File: src/rtl/accel_out_pkg.sv
// Shared constants of the accelerometer output register block.
// Assumes one 100 MHz clock and a synchronous active-low reset.
package accel_out_pkg;

  // Register addresses of the byte-wide read port
  localparam logic [5:0] X_LOW_ADDR = 6'h04;
  localparam logic [5:0] X_HIGH_ADDR = 6'h05;
  localparam logic [5:0] Y_LOW_ADDR = 6'h06;
  localparam logic [5:0] Y_HIGH_ADDR = 6'h07;
  localparam logic [5:0] Z_LOW_ADDR = 6'h08;
  localparam logic [5:0] Z_HIGH_ADDR = 6'h09;
  localparam logic [5:0] QUEUE_PORT_ADDR = 6'h0F;
  localparam logic [5:0] QUEUE_COUNT_ADDR = 6'h15;

  // Values after reset
  localparam logic [7:0] REG_RESET = 8'h00;
  localparam logic [12:0] SAMPLE_RESET = 13'h0000;

  // Field positions inside a 13-bit two's complement sample
  localparam int SIGN_POS = 12;
  localparam int HIGH_FIELD_LSB = 5;
  localparam int BUF11_FIELD_LSB = 2;

  // Sample queue geometry
  localparam int QUEUE_DEPTH = 32;
  localparam int QPTR_W = 5;
  localparam int QCOUNT_W = 6;
  localparam logic [QPTR_W-1:0] QPTR_RESET = 5'h00;
  localparam logic [QCOUNT_W-1:0] QCOUNT_RESET = 6'h00;

  // Factory-programmed calibration offsets per axis
  localparam logic [12:0] NV_X_OFFSET = 13'h0000;
  localparam logic [12:0] NV_Y_OFFSET = 13'h0000;
  localparam logic [12:0] NV_Z_OFFSET = 13'h0000;

  // Scale of a full axis result, in micro-g per lowest bit and mg at the top bit
  localparam logic [15:0] LSB_WEIGHT_WIDE_UG = 16'h02EE;
  localparam logic [15:0] LSB_WEIGHT_NARROW_UG = 16'h01F4;
  localparam logic [15:0] TOP_WEIGHT_WIDE_MG = 16'h0600;
  localparam logic [15:0] TOP_WEIGHT_NARROW_MG = 16'h0400;
  localparam logic [15:0] WEIGHT_RESET = 16'h0000;

  // Order in which one sample's axes enter the queue
  typedef enum logic [1:0] {PUSH_IDLE, PUSH_X, PUSH_Y, PUSH_Z} push_state_t;

endpackage

File: src/rtl/accel_out_regs.sv
// Output register set of a three-axis accelerometer: axis result bytes,
// queue read port and unread count, behind a byte-wide read port.
// Assumes samples and reads come from logic on the same 100 MHz clock.
//
// Functional notes
// Calibration offsets are fixed constants; no path lets the user change them.
// Axis bytes: sign, d11..d5 high; d4..d0 low bits 7..3, rest zero.
// Queue 11-bit form: sign, d9..d3 high; d2..d0 in low bits 7..5.
// Queue 8-bit form: sign and d6..d0 in high byte only.
// Wide range: lowest bit weighs 0.75 mg, top bit 1536 mg.
// Narrow range: lowest bit weighs 0.5 mg, top bit 1024 mg.
// Queue samples are read through one byte at 0Fh, zero after reset.
// Six axis bytes, low then high for X, Y, Z, zero after reset.
// Register 15h reports how many queued samples are still unread.
// Reader treats sign and data bits together as two's complement.
module accel_out_regs #(
  parameter bit NARROW_RANGE = 1'b0 // Set for the narrow-range variant
) (
  input wire logic clk, // System clock, 100 MHz
  input wire logic reset_n, // Synchronous reset, active low
  input wire logic sample_valid, // One-cycle pulse: new raw sample on the axis inputs
  input wire logic [12:0] x_raw, // X raw sample, two's complement
  input wire logic [12:0] y_raw, // Y raw sample, two's complement
  input wire logic [12:0] z_raw, // Z raw sample, two's complement
  input wire logic queue_enable, // Level: store samples into the queue
  input wire logic queue_8bit, // Level: 8-bit queue form instead of 11-bit
  input wire logic rd_en, // One-cycle read strobe
  input wire logic [5:0] rd_addr, // Register address of the read
  output logic [7:0] rd_data, // Read answer, one cycle after the strobe
  output logic rd_valid, // Marks rd_data as fresh
  output logic [15:0] lsb_weight_ug, // Weight of the lowest result bit, micro-g
  output logic [15:0] top_weight_mg // Weight of the top data bit, mg
);

  // Calibrated axis samples backing the result bytes
  logic [12:0] cal_x_r;
  logic [12:0] cal_y_r;
  logic [12:0] cal_z_r;
  logic [12:0] cal_x_nxt;
  logic [12:0] cal_y_nxt;
  logic [12:0] cal_z_nxt;
  accel_out_pkg::push_state_t push_state_r;
  accel_out_pkg::push_state_t push_state_nxt;
  logic half_r;
  logic half_nxt;
  logic [7:0] rd_data_r;
  logic [7:0] rd_data_nxt;
  logic rd_valid_r;
  logic [15:0] lsb_weight_r;
  logic [15:0] top_weight_r;

  // Packed forms of each axis
  logic [7:0] x_hi;
  logic [7:0] x_lo;
  logic [7:0] x_b11_lo;
  logic [7:0] x_b8_hi;
  logic [7:0] y_hi;
  logic [7:0] y_lo;
  logic [7:0] y_b11_lo;
  logic [7:0] y_b8_hi;
  logic [7:0] z_hi;
  logic [7:0] z_lo;
  logic [7:0] z_b11_lo;
  logic [7:0] z_b8_hi;

  // Queue signals
  logic [15:0] q_head;
  logic [accel_out_pkg::QCOUNT_W-1:0] q_count;
  logic q_empty;
  logic q_full;

  // Offsets live only in constants; a wrap on overflow is accepted
  function automatic logic [12:0] add_offset(input logic [12:0] raw, input logic [12:0] offs);
    add_offset = raw + offs;
  endfunction

  // One entry of the queue in the selected form
  function automatic logic [15:0] queue_entry(input logic mode8, input logic [7:0] hi, input logic [7:0] lo11,
                                              input logic [7:0] hi8);
    queue_entry = mode8 ? {hi8, 8'h00} : {hi, lo11};
  endfunction

  accel_byte_pack u_pack_x (
    .value(cal_x_r),
    .full_hi(x_hi),
    .full_lo(x_lo),
    .buf11_lo(x_b11_lo),
    .buf8_hi(x_b8_hi)
  );

  accel_byte_pack u_pack_y (
    .value(cal_y_r),
    .full_hi(y_hi),
    .full_lo(y_lo),
    .buf11_lo(y_b11_lo),
    .buf8_hi(y_b8_hi)
  );

  accel_byte_pack u_pack_z (
    .value(cal_z_r),
    .full_hi(z_hi),
    .full_lo(z_lo),
    .buf11_lo(z_b11_lo),
    .buf8_hi(z_b8_hi)
  );

  // Address decode of the read port
  wire hit_x_lo = (rd_addr == accel_out_pkg::X_LOW_ADDR);
  wire hit_x_hi = (rd_addr == accel_out_pkg::X_HIGH_ADDR);
  wire hit_y_lo = (rd_addr == accel_out_pkg::Y_LOW_ADDR);
  wire hit_y_hi = (rd_addr == accel_out_pkg::Y_HIGH_ADDR);
  wire hit_z_lo = (rd_addr == accel_out_pkg::Z_LOW_ADDR);
  wire hit_z_hi = (rd_addr == accel_out_pkg::Z_HIGH_ADDR);
  wire hit_queue = (rd_addr == accel_out_pkg::QUEUE_PORT_ADDR);
  wire hit_count = (rd_addr == accel_out_pkg::QUEUE_COUNT_ADDR);
  wire queue_read = rd_en && hit_queue && !q_empty;
  // In 11-bit form the low byte is the second read, which retires the entry
  wire queue_pop = queue_read && (queue_8bit || half_r);
  wire [7:0] queue_byte = q_empty ? accel_out_pkg::REG_RESET :
                          (queue_8bit || !half_r) ? q_head[15:8] : q_head[7:0];
  wire [7:0] count_byte = {2'h0, q_count};

  // Push sequencing: X, then Y, then Z from the latched sample
  wire q_push = (push_state_r != accel_out_pkg::PUSH_IDLE);
  wire [15:0] push_word = (push_state_r == accel_out_pkg::PUSH_X) ? queue_entry(queue_8bit, x_hi, x_b11_lo, x_b8_hi) :
                          (push_state_r == accel_out_pkg::PUSH_Y) ? queue_entry(queue_8bit, y_hi, y_b11_lo, y_b8_hi) :
                          queue_entry(queue_8bit, z_hi, z_b11_lo, z_b8_hi);

  sample_ring u_ring (
    .clk(clk),
    .reset_n(reset_n),
    .push(q_push),
    .push_data(push_word),
    .pop(queue_pop),
    .head_data(q_head),
    .count(q_count),
    .empty(q_empty),
    .full(q_full)
  );

  // Calibration applied as each raw sample arrives
  always_comb begin
    cal_x_nxt = cal_x_r;
    cal_y_nxt = cal_y_r;
    cal_z_nxt = cal_z_r;
    if (sample_valid) begin
      cal_x_nxt = add_offset(x_raw, accel_out_pkg::NV_X_OFFSET);
      cal_y_nxt = add_offset(y_raw, accel_out_pkg::NV_Y_OFFSET);
      cal_z_nxt = add_offset(z_raw, accel_out_pkg::NV_Z_OFFSET);
    end
  end

  // A new sample with queue_enable set restarts the sequence at X; entries of the old sample already pushed stay queued
  always_comb begin
    push_state_nxt = push_state_r;
    unique case (push_state_r)
      accel_out_pkg::PUSH_IDLE: push_state_nxt = accel_out_pkg::PUSH_IDLE;
      accel_out_pkg::PUSH_X: push_state_nxt = accel_out_pkg::PUSH_Y;
      accel_out_pkg::PUSH_Y: push_state_nxt = accel_out_pkg::PUSH_Z;
      accel_out_pkg::PUSH_Z: push_state_nxt = accel_out_pkg::PUSH_IDLE;
    endcase
    if (sample_valid && queue_enable) begin
      push_state_nxt = accel_out_pkg::PUSH_X;
    end
  end

  // Byte phase of the queue port
  always_comb begin
    half_nxt = half_r;
    if (queue_8bit) begin
      half_nxt = 1'b0;
    end else if (queue_read) begin
      half_nxt = !half_r;
    end
  end

  // Read answer mux; unmapped addresses answer zero
  always_comb begin
    rd_data_nxt = accel_out_pkg::REG_RESET;
    if (hit_x_lo) begin
      rd_data_nxt = x_lo;
    end else if (hit_x_hi) begin
      rd_data_nxt = x_hi;
    end else if (hit_y_lo) begin
      rd_data_nxt = y_lo;
    end else if (hit_y_hi) begin
      rd_data_nxt = y_hi;
    end else if (hit_z_lo) begin
      rd_data_nxt = z_lo;
    end else if (hit_z_hi) begin
      rd_data_nxt = z_hi;
    end else if (hit_queue) begin
      rd_data_nxt = queue_byte;
    end else if (hit_count) begin
      rd_data_nxt = count_byte;
    end
  end

  // Sample and sequencing state
  always_ff @(posedge clk) begin
    if (!reset_n) begin
      cal_x_r <= accel_out_pkg::SAMPLE_RESET;
      cal_y_r <= accel_out_pkg::SAMPLE_RESET;
      cal_z_r <= accel_out_pkg::SAMPLE_RESET;
      push_state_r <= accel_out_pkg::PUSH_IDLE;
      half_r <= 1'b0;
    end else begin
      cal_x_r <= cal_x_nxt;
      cal_y_r <= cal_y_nxt;
      cal_z_r <= cal_z_nxt;
      push_state_r <= push_state_nxt;
      half_r <= half_nxt;
    end
  end

  // Read port; data holds between reads
  always_ff @(posedge clk) begin
    if (!reset_n) begin
      rd_data_r <= accel_out_pkg::REG_RESET;
      rd_valid_r <= 1'b0;
    end else begin
      rd_valid_r <= rd_en;
      if (rd_en) begin
        rd_data_r <= rd_data_nxt;
      end
    end
  end

  // Scale of the variant, settled one edge after reset releases
  always_ff @(posedge clk) begin
    if (!reset_n) begin
      lsb_weight_r <= accel_out_pkg::WEIGHT_RESET;
      top_weight_r <= accel_out_pkg::WEIGHT_RESET;
    end else begin
      lsb_weight_r <= NARROW_RANGE ? accel_out_pkg::LSB_WEIGHT_NARROW_UG : accel_out_pkg::LSB_WEIGHT_WIDE_UG;
      top_weight_r <= NARROW_RANGE ? accel_out_pkg::TOP_WEIGHT_NARROW_MG : accel_out_pkg::TOP_WEIGHT_WIDE_MG;
    end
  end

  assign rd_data = rd_data_r;
  assign rd_valid = rd_valid_r;
  assign lsb_weight_ug = lsb_weight_r;
  assign top_weight_mg = top_weight_r;
endmodule

File: src/rtl/accel_byte_pack.sv
// Byte packing of one calibrated axis sample for the result and queue registers.
// Pure combinational; the parent registers whatever leaves the block.
module accel_byte_pack (
  input wire logic [12:0] value, // Two's complement sample, top bit is the sign
  output logic [7:0] full_hi, // High byte of the full result
  output logic [7:0] full_lo, // Low byte of the full result
  output logic [7:0] buf11_lo, // Low byte of the 11-bit queue form
  output logic [7:0] buf8_hi // Only byte of the 8-bit queue form
);

  // Sign then the top seven data bits; every form shares this byte
  assign full_hi = {value[accel_out_pkg::SIGN_POS], value[11:accel_out_pkg::HIGH_FIELD_LSB]};
  // Five low data bits, bottom three always zero
  assign full_lo = {value[4:0], 3'h0};
  // Queue keeps ten data bits, so three sit in the low byte
  assign buf11_lo = {value[4:accel_out_pkg::BUF11_FIELD_LSB], 5'h00};
  // Eight-bit form drops everything below the high byte
  assign buf8_hi = full_hi;

endmodule

File: src/rtl/sample_ring.sv
// Ring of packed queue entries held in flip-flops.
// Assumes pushes and pops come from logic on the same clock.
module sample_ring (
  input wire logic clk, // System clock
  input wire logic reset_n, // Synchronous reset, active low
  input wire logic push, // Store one entry this cycle
  input wire logic [15:0] push_data, // Entry: high byte then low byte
  input wire logic pop, // Drop the oldest entry this cycle
  output logic [15:0] head_data, // Oldest entry
  output logic [accel_out_pkg::QCOUNT_W-1:0] count, // Entries not yet read
  output logic empty, // No entry held
  output logic full // Every slot taken
);

  logic [15:0] mem_r [accel_out_pkg::QUEUE_DEPTH];
  logic [accel_out_pkg::QPTR_W-1:0] wr_ptr_r;
  logic [accel_out_pkg::QPTR_W-1:0] rd_ptr_r;
  logic [accel_out_pkg::QCOUNT_W-1:0] count_r;
  wire do_pop = pop && !empty;
  // A push into a full ring drops the oldest entry so the newest are kept
  wire drop_old = push && full && !do_pop;
  wire adv_rd = do_pop || drop_old;

  assign empty = (count_r == accel_out_pkg::QCOUNT_RESET);
  assign full = (count_r == accel_out_pkg::QCOUNT_W'(accel_out_pkg::QUEUE_DEPTH));
  assign head_data = mem_r[rd_ptr_r];
  assign count = count_r;

  // Entry storage, no reset needed since count guards the reads
  always_ff @(posedge clk) begin
    if (push) begin
      mem_r[wr_ptr_r] <= push_data;
    end
  end

  // Pointers and the unread count
  always_ff @(posedge clk) begin
    if (!reset_n) begin
      wr_ptr_r <= accel_out_pkg::QPTR_RESET;
      rd_ptr_r <= accel_out_pkg::QPTR_RESET;
      count_r <= accel_out_pkg::QCOUNT_RESET;
    end else begin
      if (push) begin
        wr_ptr_r <= wr_ptr_r + 1'b1;
      end
      if (adv_rd) begin
        rd_ptr_r <= rd_ptr_r + 1'b1;
      end
      if (push && !adv_rd) begin
        count_r <= count_r + 1'b1;
      end else if (do_pop && !push) begin
        count_r <= count_r - 1'b1;
      end
    end
  end

endmodule

File: config.mk
export PLATFORM = sky130hd
export DESIGN_NAME = accel_out_regs
export DESIGN_NICKNAME = d
export VERILOG_FILES = /design/src/rtl/accel_out_pkg.sv /design/src/rtl/accel_out_regs.sv /design/src/rtl/accel_byte_pack.sv /design/src/rtl/sample_ring.sv
export SDC_FILE = /design/constraint.sdc
export NUM_CORES = 1
export LEC_CHECK = 0
export BUFFER_PORTS_ARGS = -buffer_cell sky130_fd_sc_hd__clkbuf_2
export CORE_ASPECT_RATIO = 0.6
export CORE_UTILIZATION = 30
export DETAILED_ROUTE_END_ITERATION = 12
export PLACE_DENSITY_LB_ADDON = 0.05
export SYNTH_ARGS = -nofsm -noshare
export SYNTH_HDL_FRONTEND = slang
export SYNTH_SLANG_ARGS = --single-unit
File: constraint.sdc
create_clock -name clk -period 7.56 [get_ports clk]
set_clock_uncertainty 0.05 [all_clocks]
set_input_delay 0.756 -clock clk [delete_from_list [all_inputs] [get_ports clk]]
set_output_delay 0.756 -clock clk [all_outputs]
set_load 0.05 [all_outputs]
==> flow_summary.yaml <==
outcome:
  outcome: "finished clean"
sta:
  post-route-period-util_pct: 46.2
  worstMarginPinSlew_ns: 1.14
  whs_ns: 0.349
  tns_ns: 0
  setup_viol_count_final: 0
  finalCriticalPeriod_ns: 3.49
  hold_viol: 0
  max_freq_mhz: 287
  drv_slew: 0
  fin_ws_ns: 4.07
  slew_headroom_pct: 23.0
  rsz0062_at_grt: "no"
clock_tree:
  clock_latency_ns: 0.56
  cts.repair.resized: 0
  numCtsBuffers: 44
  post_cts_buffers: 0
  cts.clk_slew.worst_paths_ns: 0.06
  clockBufferDepth: 3
  cts_num_sinks: 425
  root_buffer: "clkbuf_16"
  htree_num_levels: 2
  holdBufCountCts: 0
  cts_tree: "done"
global_routing:
  overflow: 0
  grt_max_degree: 68
  track_usage_pct: 18.1
  antenna_found_initial: 1
  grt_pass1_vias: 9640
  grt_pass1_wl_um: 76100
synthesis:
  async_flop_share_pct: 0
  yosysWarnings: 0
  ys_ff_latch: 425
  syn_inst: 1152
  synth_area_leader_cell: "edfxtp_1"
  synth_area_leaders: "edfxtp_1, mux2i_1, dfxtp_1"
  synth_edf_count: 352
  syn_area_um2: 17900
  avgSynthCellArea_um2: 15.5
  ys_types: 58
  synth_top_area_share_pct: 59.2
  ys.flop_type: "edfxtp_1"
  synth-seq-area-share_pct: 67.4
worst_setup_path:
  critical-path-max-stage-delay_ns: 0.56
  end_kind: "flip-flop"
  worstPathRequired_ns: 7.96
  crit_path_cell_trace: "or4_1 -> nor3_1 -> o21bai_1 -> nand2b_1 -> ha_1 -> a21o_1 -> a21oi_1 -> o21ai_0 -> nor3b_1 -> nor3_1 -> and3b_1"
  cp.arrival_ns: 3.89
  path_max_fanout: 6
  start_kind: "flip-flop"
  crit_type: "reg2reg"
  cp_slowest_cell: "or4_1"
  crit_top_cell: "nor3_1"
finish:
  layout-drive-gt1-share_pct: 20.8
  multi_input_area_um2: 5370
  seqCellArea_um2: 12000
  fillerInstances: 5568
  area.growth.synth_to_final_pct: 15.3
  num-nets-final: 1307
  final_util_pct: 35.4
place:
  dp_hpwl_um: 36500
  pre_cts_ws_ns: 3.83
  io_buffers: 68
  routabilityCongestion: 0.835
route:
  dr_wl_met3_um: 3480
  drt_iter0_markers: 954
  totalWireLength_um: 54400
  ant_nets: 0
  route.detailed.drc: 0
  first_pass_iters: 5
  top_layer_used: "met4"
  drt-met1-wl_um: 30500
  wl_per_cell_um: 26.6
  wl_met2_um: 19600
  vias: 10100
  vias_per_cell: 4.94
power_and_ir_drop:
  ir_worst_vdd_mv: 0.144
  power_density_nw_per_um2: 259
  p_leak_nw: 6.76
  finalPower_mw: 5.32
die:
  coreArea_um2: 58100
  ios: 92
  die_x_um: 317
  initial_utilization_pct: 30.7
  die_area_um2: 60500
  rows: 68
  die_h_um: 191
hold_path:
  hp-class: "in2reg"
flow_run:
  cap_violations: 0
## flip-flops by register name (all words and copies together), names as in the netlist, named ones only
| register | cells |
|---|---|
| cal_x_r | 13 |
| cal_y_r | 13 |
| cal_z_r | 13 |
| half_r | 1 |
| push_state_r | 2 |
| rd_data | 8 |
| rd_valid | 1 |
| top_weight_mg | 1 |
| u_ring.count | 6 |
| u_ring.mem_r | 352 |
| u_ring.rd_ptr_r | 5 |
| u_ring.wr_ptr_r | 5 |
## where the power goes
| part | switching (mW) | internal [mW] |
|---|---|---|
| registers | 0.0424 | 2.58 |
| clock network | 0.931 | 1.27 |
| logic | 0.313 | 0.188 |
| total | 1.29 | 4.04 |
## per-layer routing
metal | vias to the layer above | global-route usage [%]
met5 | - | 0
met4 | 0 | 3.49
met3 | 68 | 4.50
met2 | 271 | 21.4
met1 | 5216 | 31.2
li1 | 4557 | -
## cells in the final DEF, fill, tap and decap left out, types with 4 or more instances in the layout
| master | n |
|---|---|
| o21ai_0 | 19 |
| mux4_2 | 51 |
| mux2i_1 | 155 |
| buf_4 | 53 |
| clkbuf_16 | 45 |
| bufinv_16 | 4 |
| clkinv_2 | 7 |
| a31oi_1 | 10 |
| clkinv_1 | 5 |
| o21a_1 | 6 |
| nand3b_1 | 4 |
| nor2_2 | 10 |
| nor2_1 | 46 |
| nor2b_1 | 57 |
| edfxtp_1 | 352 |
| nand2_1 | 44 |
| inv_1 | 6 |
| clkbuf_1 | 12 |
| ha_1 | 12 |
| clkbuf_8 | 4 |
| a22o_1 | 4 |
| o21ai_2 | 8 |
| nand2b_1 | 9 |
| a21o_1 | 4 |
| xnor2_1 | 10 |
| a22oi_1 | 44 |
| clkbuf_2 | 68 |
| a21oi_1 | 42 |
| nor4_1 | 6 |
| nand3_1 | 13 |
| nor3_1 | 7 |
| and2_1 | 14 |
| conb_1 | 23 |
| dfxtp_1 | 71 |
## critical path: cells and delay by family, from the launching register on
family | cells | cell delay, ns
AOI/OAI and AO/OA | 4 | 0.84
adders and majority gates | 1 | 0.32
DFF | 1 | 0.37
and+or+nand+nor | 6 | 1.80
## layout make-up
type / instances / area share, %
flip-flops and latches: 425 / 58.5
clock inverters: 18 / 0.942
repair buffers: 122 / 3.68
multi-input cells: 644 / 26.1
diodes: 2 / 0.0243
clock buffers: 61 / 5.96
inverters: 6 / 0.109
well taps: 770 / 4.68
## cell usage after synthesis, drive strengths merged, types with 27 or more instances
library cell	instances
a21oi	42
a22oi	44
buf	58
clkbuf	41
dfxtp	73
edfxtp	352
mux2i	155
mux4	51
nand2	44
nor2	56
nor2b	57
o21ai	27
## cell families (layout without fill, tap and decap cells)
kind of cell / count (synthesis) / count (layout) / synth area share (%)
muxes: 209 / 209 / 15.3
DFF: 425 / 425 / 67.4
and+or+nand+nor: 233 / 233 / 6.90
AOI/OAI and AO/OA: 154 / 154 / 5.54
xor gates and xnor gates: 12 / 12 / 0.589
adders and majority gates: 13 / 13 / 0.953
other: 1 / 25 / 0.0210
buffers and inverters: 105 / 207 / 3.29
## worst paths after layout
kind	from	end	slack, ns	cells after the start
min reg2reg	cal_z_r[2]	cal_z_r[2]	0.49	2
min	queue_enable	push_state_r[1]	0.35	2
max	u_ring.count[0]	u_ring.count[5]	4.07	11
max reg2reg	u_ring.count[0]	u_ring.count[5]	4.07	11
## per-stage QoR
stage / area [um2] / std cells
5_1_grt: 20600 / 2046
3_5_place_dp: 19200 / 1967
6_report: 20600 / 2048
3_3_place_gp: 19200 / 1967
2_1_floorplan: 17900 / 1174
4_1_cts: 20600 / 2046
Note: power is estimated with default switching activity, not from simulation.
